==> src/common/slc_pkg.sv <==
// Constants, types and register map of the segment display scan block.
// Assumes one 25 MHz system clock and an APB master with 32-bit data.
//
// Operation
// - Dead-zone field n blanks n/32 of each LED common beat; zero none.
// - Segment-allow zero holds segments off; one lets buffered data through.
// - Segment-allow acts only in LCD and digit LED modes, not matrix.
// - Pad drive enable zero puts every common and segment pad high-Z.
// - While refresh reads zero the buffer holds; data writes stay unseen.
// - Writing refresh one copies data into buffer, then bit self-clears.
// - Codes 0-7: LCD with 3,4,5,6 commons; even frame, odd row invert.
// - Codes 8,9 four-common digit LED; code 10 eight-common digit LED.
// - Codes 12,13 seven-pin matrix LED; codes 14,15 eight-pin matrix.
// - LCD modes: first data register bits 23..0 are common 0 segments.
// - LCD modes: second data register bits 23..0 are common 1 segments.
// - LED modes: byte k of first data register drives common k.
// - LED modes: byte k of second data register drives common k+4.
// - A one bit lights its segment in its common period; zero is off.
// - Scan timing runs from fast or slow oscillator, software selects.
package slc_pkg;

   // ----------------------------------------------------------------
   // Register map
   // ----------------------------------------------------------------
   localparam int          ADDR_W          = 8;
   localparam logic [7:0]  OFF_CTRL        = 8'h00;
   localparam logic [7:0]  OFF_DATA0       = 8'h04;
   localparam logic [7:0]  OFF_DATA1       = 8'h08;
   localparam logic [7:0]  OFF_CLKSEL      = 8'h24;
   localparam logic [31:0] RST_CTRL        = 32'h0000_0000;
   localparam logic [31:0] RST_DATA        = 32'h0000_0000;
   localparam logic [31:0] CTRL_WMASK      = 32'h0000_07AF;
   localparam logic [31:0] CLKSEL_WMASK    = 32'h0000_0001;
   localparam logic [31:0] READ_ZERO       = 32'h0000_0000;

   // ----------------------------------------------------------------
   // Geometry and mode codes
   // ----------------------------------------------------------------
   localparam int          SLOTS_PER_BEAT  = 32;
   localparam int          SLOT_W          = 5;
   localparam int          DZ_W            = 3;
   localparam int          COM_PINS        = 8;
   localparam int          SEG_PINS        = 24;
   localparam int          LED_SEGS        = 8;
   localparam logic [3:0]  LCD_COM_BASE    = 4'h3;
   localparam logic [3:0]  DIGIT_COMS_LO   = 4'h4;
   localparam logic [3:0]  DIGIT_COMS_HI   = 4'h8;
   localparam logic [3:0]  MATRIX_PINS_LO  = 4'h7;
   localparam logic [3:0]  MATRIX_PINS_HI  = 4'h8;
   localparam logic [3:0]  MODE_LCD_LAST   = 4'h7;
   localparam logic [3:0]  MODE_DIGIT8     = 4'hA;
   localparam logic [3:0]  MODE_MATRIX7    = 4'hC;
   localparam logic [3:0]  MODE_MATRIX8    = 4'hE;

   typedef struct packed {
      logic [20:0] rsv_hi;
      logic [2:0]  common_dead_zone;
      logic        segment_output_allow;
      logic        rsv6;
      logic        pad_drive_enable;
      logic        buffer_update_request;
      logic [3:0]  mode;
   } slc_ctrl_t;

   typedef enum logic [2:0] {
      CLS_LCD    = 3'b001,
      CLS_DIGIT  = 3'b010,
      CLS_MATRIX = 3'b100
   } slc_class_t;

   typedef enum logic [1:0] {
      ST_DRIVE = 2'b01,
      ST_DEAD  = 2'b10
   } slc_state_t;

endpackage

==> src/logic/slc_beat_timer.sv <==
// Beat timer: picks fast or slow oscillator, cuts each common beat
// into 32 slots and flags the leading dead-zone slots.
// Assumes oscillator inputs are asynchronous to clk_in.
module slc_beat_timer #(
   parameter int SLOT_TICKS = 4
) (
   input  wire logic                      clk_in,
   input  wire logic                      rst_in,
   input  wire logic                      fast_osc_in,
   input  wire logic                      slow_osc_in,
   input  wire logic                      use_slow_in,
   input  wire logic [slc_pkg::DZ_W-1:0]  dead_zone_in,
   output logic                           beat_end_out,
   output logic                           dead_out
);

   if (SLOT_TICKS < 1 || SLOT_TICKS > 65535) begin : g_bad_ticks
      $error("SLOT_TICKS out of range");
   end

   // ----------------------------------------------------------------
   // Synchronisers and tick counting
   // ----------------------------------------------------------------
   logic [1:0]                 sync1_reg, sync1_next;
   logic [1:0]                 sync2_reg, sync2_next;
   logic [1:0]                 sync3_reg, sync3_next;
   logic [15:0]                tick_reg, tick_next;
   logic [slc_pkg::SLOT_W-1:0] slot_reg, slot_next;
   logic                       edge_seen;
   logic                       slot_wrap;

   always_comb begin
      sync1_next = {slow_osc_in, fast_osc_in};
      sync2_next = sync1_reg;
      sync3_next = sync2_reg;
      // The second and third stages feed the edge detector
      edge_seen  = use_slow_in ? (sync2_reg[1] & ~sync3_reg[1])
                               : (sync2_reg[0] & ~sync3_reg[0]);
      slot_wrap  = edge_seen && (tick_reg == 16'(SLOT_TICKS - 1));
      tick_next  = tick_reg;
      slot_next  = slot_reg;
      if (edge_seen) begin
         tick_next = slot_wrap ? 16'h0000 : tick_reg + 16'h0001;
      end
      if (slot_wrap) begin
         slot_next = slot_reg + 5'h01;
      end
      beat_end_out = slot_wrap &&
         (slot_reg == 5'(slc_pkg::SLOTS_PER_BEAT - 1));
      // Look one slot ahead so the registered dead state meets the beat
      dead_out     = {2'b00, dead_zone_in} > slot_next;
   end

   always_ff @(posedge clk_in) begin
      if (rst_in) begin
         sync1_reg <= 2'h0;
         sync2_reg <= 2'h0;
         sync3_reg <= 2'h0;
         tick_reg  <= 16'h0000;
         slot_reg  <= 5'h00;
      end else begin
         sync1_reg <= sync1_next;
         sync2_reg <= sync2_next;
         sync3_reg <= sync3_next;
         tick_reg  <= tick_next;
         slot_reg  <= slot_next;
      end
   end

endmodule

==> src/logic/slc_scan_ctrl.sv <==
// Segment LCD / LED scan controller top: APB registers, display
// buffer, common scan sequencer and registered pad drivers.
// Assumes an APB master on CLK_IN and pads resolved outside.
//
// The implementer's own choice: the APB interface to the registers.
module slc_scan_ctrl #(
   parameter int SLOT_TICKS = 4
) (
   input  wire logic                         CLK_IN,
   input  wire logic                         RST_IN,
   input  wire logic                         PSEL_IN,
   input  wire logic                         PENABLE_IN,
   input  wire logic                         PWRITE_IN,
   input  wire logic [slc_pkg::ADDR_W-1:0]   PADDR_IN,
   input  wire logic [31:0]                  PWDATA_IN,
   output logic      [31:0]                  PRDATA_OUT,
   output logic                              PREADY_OUT,
   output logic                              PSLVERR_OUT,
   input  wire logic                         FAST_OSC_IN,
   input  wire logic                         SLOW_OSC_IN,
   output logic      [slc_pkg::COM_PINS-1:0] COM_OUT,
   output logic      [slc_pkg::COM_PINS-1:0] COM_OE_N_OUT,
   output logic      [slc_pkg::SEG_PINS-1:0] SEG_OUT,
   output logic      [slc_pkg::SEG_PINS-1:0] SEG_OE_N_OUT
);

   localparam int CP = slc_pkg::COM_PINS;
   localparam int SP = slc_pkg::SEG_PINS;

   slc_pkg::slc_ctrl_t  ctrl_reg, ctrl_next;
   logic [31:0]         data0_reg, data0_next;
   logic [31:0]         data1_reg, data1_next;
   logic [31:0]         buf0_reg, buf0_next;
   logic [31:0]         buf1_reg, buf1_next;
   logic                use_slow_reg, use_slow_next;
   logic [31:0]         prdata_reg, prdata_next;
   logic                pready_reg, pready_next;
   logic                pslverr_reg, pslverr_next;
   logic                wr_take;
   logic                mapped;
   logic                set_refresh;
   logic                beat_end;
   logic                dead;
   logic                frame_end;

   // ----------------------------------------------------------------
   // Beat timing
   // ----------------------------------------------------------------
   slc_beat_timer #(
      .SLOT_TICKS   (SLOT_TICKS)
   ) u_timer (
      .clk_in       (CLK_IN),
      .rst_in       (RST_IN),
      .fast_osc_in  (FAST_OSC_IN),
      .slow_osc_in  (SLOW_OSC_IN),
      .use_slow_in  (use_slow_reg),
      .dead_zone_in (ctrl_reg.common_dead_zone),
      .beat_end_out (beat_end),
      .dead_out     (dead)
   );

   // ----------------------------------------------------------------
   // APB slave and registers
   // ----------------------------------------------------------------
   always_comb begin
      mapped = (PADDR_IN == slc_pkg::OFF_CTRL)  ||
               (PADDR_IN == slc_pkg::OFF_DATA0) ||
               (PADDR_IN == slc_pkg::OFF_DATA1) ||
               (PADDR_IN == slc_pkg::OFF_CLKSEL);
      // One wait state: ready rises in the second access cycle
      pready_next  = PSEL_IN && PENABLE_IN && !pready_reg;
      pslverr_next = pready_next && !mapped;
      wr_take      = PSEL_IN && PENABLE_IN && pready_reg && PWRITE_IN;
      prdata_next  = slc_pkg::READ_ZERO;
      if (pready_next && !PWRITE_IN) begin
         case (PADDR_IN)
            slc_pkg::OFF_CTRL:   prdata_next = ctrl_reg;
            slc_pkg::OFF_DATA0:  prdata_next = data0_reg;
            slc_pkg::OFF_DATA1:  prdata_next = data1_reg;
            slc_pkg::OFF_CLKSEL: prdata_next = {31'h0, use_slow_reg};
            default:             prdata_next = slc_pkg::READ_ZERO;
         endcase
      end
      set_refresh = wr_take && (PADDR_IN == slc_pkg::OFF_CTRL) &&
                    PWDATA_IN[4];
      ctrl_next     = ctrl_reg;
      data0_next    = data0_reg;
      data1_next    = data1_reg;
      use_slow_next = use_slow_reg;
      if (wr_take) begin
         case (PADDR_IN)
            slc_pkg::OFF_CTRL:   ctrl_next = PWDATA_IN & slc_pkg::CTRL_WMASK;
            slc_pkg::OFF_DATA0:  data0_next = PWDATA_IN;
            slc_pkg::OFF_DATA1:  data1_next = PWDATA_IN;
            slc_pkg::OFF_CLKSEL: use_slow_next = PWDATA_IN[0];
            default:             ctrl_next = ctrl_reg;
         endcase
      end
      // Set wins over the self-clear; a late request takes next frame
      ctrl_next.buffer_update_request = set_refresh ||
         (ctrl_reg.buffer_update_request && !frame_end);
      buf0_next = buf0_reg;
      buf1_next = buf1_reg;
      if (ctrl_reg.buffer_update_request && frame_end) begin
         buf0_next = data0_reg;
         buf1_next = data1_reg;
      end
   end

   always_ff @(posedge CLK_IN) begin
      if (RST_IN) begin
         ctrl_reg     <= slc_pkg::RST_CTRL;
         data0_reg    <= slc_pkg::RST_DATA;
         data1_reg    <= slc_pkg::RST_DATA;
         buf0_reg     <= slc_pkg::RST_DATA;
         buf1_reg     <= slc_pkg::RST_DATA;
         use_slow_reg <= 1'b0;
         prdata_reg   <= slc_pkg::READ_ZERO;
         pready_reg   <= 1'b0;
         pslverr_reg  <= 1'b0;
      end else begin
         ctrl_reg     <= ctrl_next;
         data0_reg    <= data0_next;
         data1_reg    <= data1_next;
         buf0_reg     <= buf0_next;
         buf1_reg     <= buf1_next;
         use_slow_reg <= use_slow_next;
         prdata_reg   <= prdata_next;
         pready_reg   <= pready_next;
         pslverr_reg  <= pslverr_next;
      end
   end

   assign PRDATA_OUT  = prdata_reg;
   assign PREADY_OUT  = pready_reg;
   assign PSLVERR_OUT = pslverr_reg;

   // ----------------------------------------------------------------
   // Mode decode and common scan sequencer
   // ----------------------------------------------------------------
   slc_pkg::slc_class_t cls;
   slc_pkg::slc_state_t state_reg, state_next;
   logic [2:0]          com_idx_reg, com_idx_next;
   logic                frame_inv_reg, frame_inv_next;
   logic                row_inv_reg, row_inv_next;
   logic [3:0]          ncoms;
   logic [3:0]          mode;

   always_comb begin
      mode = ctrl_reg.mode;
      if (mode <= slc_pkg::MODE_LCD_LAST) begin
         cls   = slc_pkg::CLS_LCD;
         ncoms = slc_pkg::LCD_COM_BASE + {2'b00, mode[2:1]};
      end else if (mode < slc_pkg::MODE_DIGIT8) begin
         cls   = slc_pkg::CLS_DIGIT;
         ncoms = slc_pkg::DIGIT_COMS_LO;
      end else if (mode < slc_pkg::MODE_MATRIX7) begin
         cls   = slc_pkg::CLS_DIGIT;
         ncoms = slc_pkg::DIGIT_COMS_HI;
      end else if (mode < slc_pkg::MODE_MATRIX8) begin
         cls   = slc_pkg::CLS_MATRIX;
         ncoms = slc_pkg::MATRIX_PINS_LO;
      end else begin
         cls   = slc_pkg::CLS_MATRIX;
         ncoms = slc_pkg::MATRIX_PINS_HI;
      end
      frame_end = beat_end && ({1'b0, com_idx_reg} >= ncoms - 4'h1);
      com_idx_next   = com_idx_reg;
      frame_inv_next = frame_inv_reg;
      row_inv_next   = row_inv_reg;
      if (beat_end) begin
         com_idx_next = frame_end ? 3'h0 : com_idx_reg + 3'h1;
         row_inv_next = !row_inv_reg;
      end
      if (frame_end) begin
         frame_inv_next = !frame_inv_reg;
      end
      // LCD waveforms carry no dead zone
      case (state_reg)
         slc_pkg::ST_DRIVE: state_next = (dead && cls != slc_pkg::CLS_LCD)
                               ? slc_pkg::ST_DEAD : slc_pkg::ST_DRIVE;
         slc_pkg::ST_DEAD:  state_next = (dead && cls != slc_pkg::CLS_LCD)
                               ? slc_pkg::ST_DEAD : slc_pkg::ST_DRIVE;
         default:           state_next = slc_pkg::ST_DRIVE;
      endcase
   end

   always_ff @(posedge CLK_IN) begin
      if (RST_IN) begin
         state_reg     <= slc_pkg::ST_DRIVE;
         com_idx_reg   <= 3'h0;
         frame_inv_reg <= 1'b0;
         row_inv_reg   <= 1'b0;
      end else begin
         state_reg     <= state_next;
         com_idx_reg   <= com_idx_next;
         frame_inv_reg <= frame_inv_next;
         row_inv_reg   <= row_inv_next;
      end
   end

   // ----------------------------------------------------------------
   // Pad drivers
   // ----------------------------------------------------------------
   logic [31:0]  led_word;
   logic [7:0]   led_byte;
   logic [SP-1:0] lcd_word;
   logic         lcd_inv;
   logic         seg_gate;
   logic         drive;
   logic [CP-1:0] com_next, com_oe_n_next;
   logic [SP-1:0] seg_next, seg_oe_n_next;
   logic [CP-1:0] com_reg, com_oe_n_reg;
   logic [SP-1:0] seg_reg, seg_oe_n_reg;

   always_comb begin
      led_word = com_idx_reg[2] ? buf1_reg : buf0_reg;
      led_byte = led_word[{com_idx_reg[1:0], 3'b000} +: 8];
      case (com_idx_reg)
         3'h0:    lcd_word = buf0_reg[SP-1:0];
         3'h1:    lcd_word = buf1_reg[SP-1:0];
         default: lcd_word = '0;
      endcase
      lcd_inv  = mode[0] ? row_inv_reg : frame_inv_reg;
      seg_gate = (cls == slc_pkg::CLS_MATRIX) ||
                 ctrl_reg.segment_output_allow;
      drive    = (state_reg == slc_pkg::ST_DRIVE);
   end

   for (genvar k = 0; k < CP; k++) begin : g_com
      logic used;
      logic sel;
      always_comb begin
         used = (4'(k) < ncoms);
         sel  = (3'(k) == com_idx_reg);
         case (cls)
            slc_pkg::CLS_LCD:    com_next[k] = used && (sel ^ lcd_inv);
            // Cathode polarity: active common pulled low
            slc_pkg::CLS_DIGIT:  com_next[k] = !(used && sel && drive);
            slc_pkg::CLS_MATRIX: com_next[k] = used &&
               (sel ? !drive : (led_byte[k] && drive));
            default:             com_next[k] = 1'b0;
         endcase
         com_oe_n_next[k] = !(ctrl_reg.pad_drive_enable && used);
      end
   end

   for (genvar j = 0; j < SP; j++) begin : g_seg
      logic used;
      always_comb begin
         used = (cls == slc_pkg::CLS_LCD) ||
                (cls == slc_pkg::CLS_DIGIT && j < slc_pkg::LED_SEGS);
         case (cls)
            slc_pkg::CLS_LCD:   seg_next[j] =
               (lcd_word[j] && seg_gate) ^ lcd_inv;
            slc_pkg::CLS_DIGIT: seg_next[j] = (j < slc_pkg::LED_SEGS) &&
               led_byte[j % slc_pkg::LED_SEGS] && seg_gate && drive;
            default:            seg_next[j] = 1'b0;
         endcase
         seg_oe_n_next[j] = !(ctrl_reg.pad_drive_enable && used);
      end
   end

   always_ff @(posedge CLK_IN) begin
      if (RST_IN) begin
         com_reg      <= '0;
         com_oe_n_reg <= '1;
         seg_reg      <= '0;
         seg_oe_n_reg <= '1;
      end else begin
         com_reg      <= com_next;
         com_oe_n_reg <= com_oe_n_next;
         seg_reg      <= seg_next;
         seg_oe_n_reg <= seg_oe_n_next;
      end
   end

   assign COM_OUT      = com_reg;
   assign COM_OE_N_OUT = com_oe_n_reg;
   assign SEG_OUT      = seg_reg;
   assign SEG_OE_N_OUT = seg_oe_n_reg;
endmodule

==> config.mk <==
export PLATFORM = sky130hd
export DESIGN_NAME = slc_scan_ctrl
export DESIGN_NICKNAME = d
export VERILOG_FILES = /design/src/common/slc_pkg.sv /design/src/logic/slc_beat_timer.sv /design/src/logic/slc_scan_ctrl.sv
export SDC_FILE = /design/constraint.sdc
export NUM_CORES = 1
export LEC_CHECK = 0
export BUFFER_PORTS_ARGS = -buffer_cell sky130_fd_sc_hd__buf_2
export CELL_PAD_IN_SITES_DETAIL_PLACEMENT = 1
export CELL_PAD_IN_SITES_GLOBAL_PLACEMENT = 1
export CORE_ASPECT_RATIO = 0.9
export CORE_MARGIN = 2
export CORE_UTILIZATION = 47
export CTS_BUF_LIST = sky130_fd_sc_hd__clkbuf_16
export CTS_CLUSTER_SIZE = 20
export DETAILED_ROUTE_END_ITERATION = 10
export PLACE_DENSITY = 0.87
export SKIP_LAST_GASP = 1
export SYNTH_ARGS = -nofsm -noshare
export SYNTH_HDL_FRONTEND = slang
export SYNTH_HIERARCHICAL = 1
export SYNTH_SLANG_ARGS = --single-unit
==> constraint.sdc <==
create_clock -name CLK_IN -period 7.2 [get_ports CLK_IN]
set_clock_uncertainty 0.05 [all_clocks]
set_input_delay 0 -clock CLK_IN [delete_from_list [all_inputs] [get_ports CLK_IN]]
set_output_delay 0 -clock CLK_IN [all_outputs]
set_load 0.1 [all_outputs]
==> results_dict.tcl <==
set metrics [dict create \
    worst_ep_required_time_ns 7.59 \
    edff_count_synth 0 \
    post_drt_wl_per_cell_um 19.7 \
    met2RoutedLength_um 16400 \
    core_um2 23500 \
    critPathCaptureType "flip-flop" \
    port_buffers 144 \
    clock_tree.htree_level_count 1 \
    synth_top_family_by_area "simple AND/OR/NAND/NOR gates" \
    final_hold_violation_count 0 \
    syn_nets 1338 \
    cts_tree "yes" \
    dp_hpwl_um 22500 \
    synth_cells 1275 \
    worstSkewPairLatency_ns 0.54 \
    drt.antenna.violating_nets 0 \
    avgViaCountPerCell 5.62 \
    met3RoutedLength_um 1840 \
    worst_setup_hold_path_clk_slew_ns 0.07 \
    fp.dieH_um 151 \
    floorplan.rows 53 \
    asyncSetResetFlopFracSynth 0 \
    mostFrequentLayoutCells "249 x sky130_fd_sc_hd__dfxtp_1, 195 x sky130_fd_sc_hd__nand2_1, 143 x sky130_fd_sc_hd__buf_2, 131 x sky130_fd_sc_hd__nand2b_1, 100 x sky130_fd_sc_hd__a21oi_1" \
    fillers 2756 \
    fin_nets 1457 \
    timing_worst_slew_pin_value_ns 1.32 \
    numCtsBuffers 27 \
    post_cts_repair_setup_buffers 0 \
    timing.critical_path.mode_cell "sky130_fd_sc_hd__ha_1" \
    pin_count 145 \
    cp_slowest_stage_delay_ns 0.92 \
    max_cap_violations 0 \
    status "complete, no violations" \
    synth_mux_area_frac 0.103 \
    ir_drop_mv 0.153 \
    globalRouteOverflowTotal 0 \
    grt_antenna_before_repair 0 \
    insertedDiodeCount 0 \
    grt_first_pass_wirelength_um 53700 \
    final_common_cell "sky130_fd_sc_hd__dfxtp_1" \
    clock_tree.buffer_depth 3 \
    dr.max_layer_used "met4" \
    timing_max_transition_violations_final 0 \
    wl_met1_um 14800 \
    timing.critical_path.arrival_ns 4.62 \
    synth-simple-area-share 0.228 \
    timing.critical_path.cells "inv_1 > ha_1 > nand2_1 > mux2_2 > o21ai_0 > ha_1 > o21a_1 > a21oi_1 > or3_4 > mux2i_1" \
    netlist_area_before_placement_um2 11300 \
    timing.critical_path.from_type "flip-flop" \
    adder_cell_share_of_the_synthesized_area 0.0177 \
    fp.dieW_um 168 \
    area_delta_synth_final_pct 17.5 \
    synth_compound_gate_area_share 0.124 \
    die-area_um2 25400 \
    number_of_warnings_printed_during_yosys_synthesis 6 \
    grtUsageTotal 0.265 \
    dr.pass1.iters 5 \
    fin_crit_sh 0.588 \
    cts_root_buf "sky130_fd_sc_hd__clkbuf_16" \
    time_the_worst_path_needs_with_i_o_delays_and_setup_ns 4.23 \
    synthXorXnorAreaFrac 0.0286 \
    first_iter_violations 738 \
    p_per_area_nw_per_um2 218 \
    post_cts_hold_buffer_count 46 \
    grt_setup_unrepaired "no" \
    drc 0 \
    synthesis.area_per_instance_um2 8.89 \
    grt_pass1_vias 9853 \
    power.static_leakage_nw 5.12 \
    hold_path_class "input port to flip-flop" \
    postSynthRegisterBits 249 \
    maxSlewHeadroom 0.115 \
    grt_start_max_net_pins 125 \
    setup-tns-final_ns 0 \
    cts_sinks 249 \
    type_of_the_worst_setup_path "flip-flop to flip-flop" \
    critPathSlowestCell "sky130_fd_sc_hd__or3_4" \
    multi_input_comb_area_um2 5710 \
    synth-seq-area-share 0.440 \
    critical_path_peak_fanout 64 \
    post-layout-total-power_mw 2.90 \
    dr_total_vias 9643 \
    sequential_cell_area_um2 4980 \
    peak_clock_frequency_supported_by_timing_ghz 0.236 \
    place.gp.congestion 0.864 \
    ys_dominant_reg_cell "sky130_fd_sc_hd__dfxtp_1" \
    synth_cell_types 62 \
    final_layout_size_suffix_gt1_frac 0.167 \
    setup-violations-final 0 \
    initial_utilization 0.482 \
    post_cts.resized_instances 0 \
    wl_um 33800 \
]
[logic make-up after synthesis]
group / Yosys count
AO/OA/AOI/OAI: 227
XOR/XNOR: 37
adder cells (fa/ha/maj): 16
buffers and inverters: 128
flip-flops: 249
multiplexers: 96
AND/OR/NAND/NOR: 522
[worst max-delay path: cells and delay by family (launching register included)]
family                     cells  cell delay, ns
adders and majority gates      2            0.86
DFF                            1            0.71
muxes                          2            0.62
buffers and inverters          1            0.21
and+or+nand+nor                2            1.03
AOI/OAI and AO/OA              3            0.55
[worst paths after layout]
kind              depth (start not counted)  slack, ns                      from                    endpoint
setup / recovery                         10       2.97      mode[1]$_SDFFE_PP0P_    buf0_reg[3]$_SDFFE_PP0P_
hold / removal                            5       0.04               PADDR_IN[7]    PRDATA_OUT[5]$_SDFF_PP0_
setup reg to reg                         10       2.97      mode[1]$_SDFFE_PP0P_    buf0_reg[3]$_SDFFE_PP0P_
hold reg to reg                           1       0.40  ctrl_reg[5]$_SDFFE_PP0P_  SEG_OE_N_OUT[8]$_SDFF_PP1_
[layer usage]
layer	GRT usage	vias up
met2	0.465	303
met1	0.341	4734
met5	0	-
met4	0.0709	0
met3	0.0431	55
li1	-	4551
[power by group]
group	total [mW]	internal, mW	switching, mW
Sequential	1.38	1.38	0.00134
Combinational	0.0882	0.0408	0.0474
Clock	1.43	0.861	0.572
Total	2.90	2.28	0.621
[stage by stage]
step           area [um2]   util  hold WS (ns)  std cells  setup WS (ns)
3_5_place_dp        12000  0.508         0.176       1621           3.08
4_1_cts             13300  0.566       0.00200       1717           3.04
5_1_grt             13300  0.566        0.0565       1717           2.79
2_1_floorplan       11300      -        0.0216       1275           4.11
6_report            13300  0.566        0.0391       1717           2.97
3_3_place_gp        12000  0.508         0.158       1621           3.37
[Yosys cell counts, drive strengths merged, types with 6 or more instances]
| cell | n | area share |
|---|---|---|
| dfxtp | 249 | 0.44 |
| clkbuf | 60 | 0.020 |
| nand2 | 195 | 0.065 |
| xor2 | 26 | 0.020 |
| and2 | 8 | 0.0044 |
| nor2b | 21 | 0.012 |
| mux4 | 16 | 0.032 |
| o21ai | 26 | 0.011 |
| o22ai | 7 | 0.0039 |
| a211oi | 8 | 0.0053 |
| a22oi | 58 | 0.038 |
| xnor2 | 11 | 0.0085 |
| mux2 | 9 | 0.0089 |
| buf | 54 | 0.034 |
| nand4 | 6 | 0.0033 |
| nor2 | 100 | 0.035 |
| a21oi | 100 | 0.044 |
| inv | 14 | 0.0046 |
| mux2i | 71 | 0.063 |
| or3 | 7 | 0.0039 |
| ha | 16 | 0.018 |
| nor3 | 6 | 0.0026 |
| nor4 | 9 | 0.0068 |
| nand3 | 13 | 0.0057 |
| nand2b | 131 | 0.072 |
[final cells by class]
cell class,instances,area share
Multi-Input combinational cell,898,0.428
Sequential cell,249,0.374
Timing Repair Buffer,204,0.0967
Clock buffer,27,0.0507
Tap cell,302,0.0284
Clock inverter,23,0.0178
Inverter,14,0.00394
Note: power is estimated with default switching activity, not from simulation.
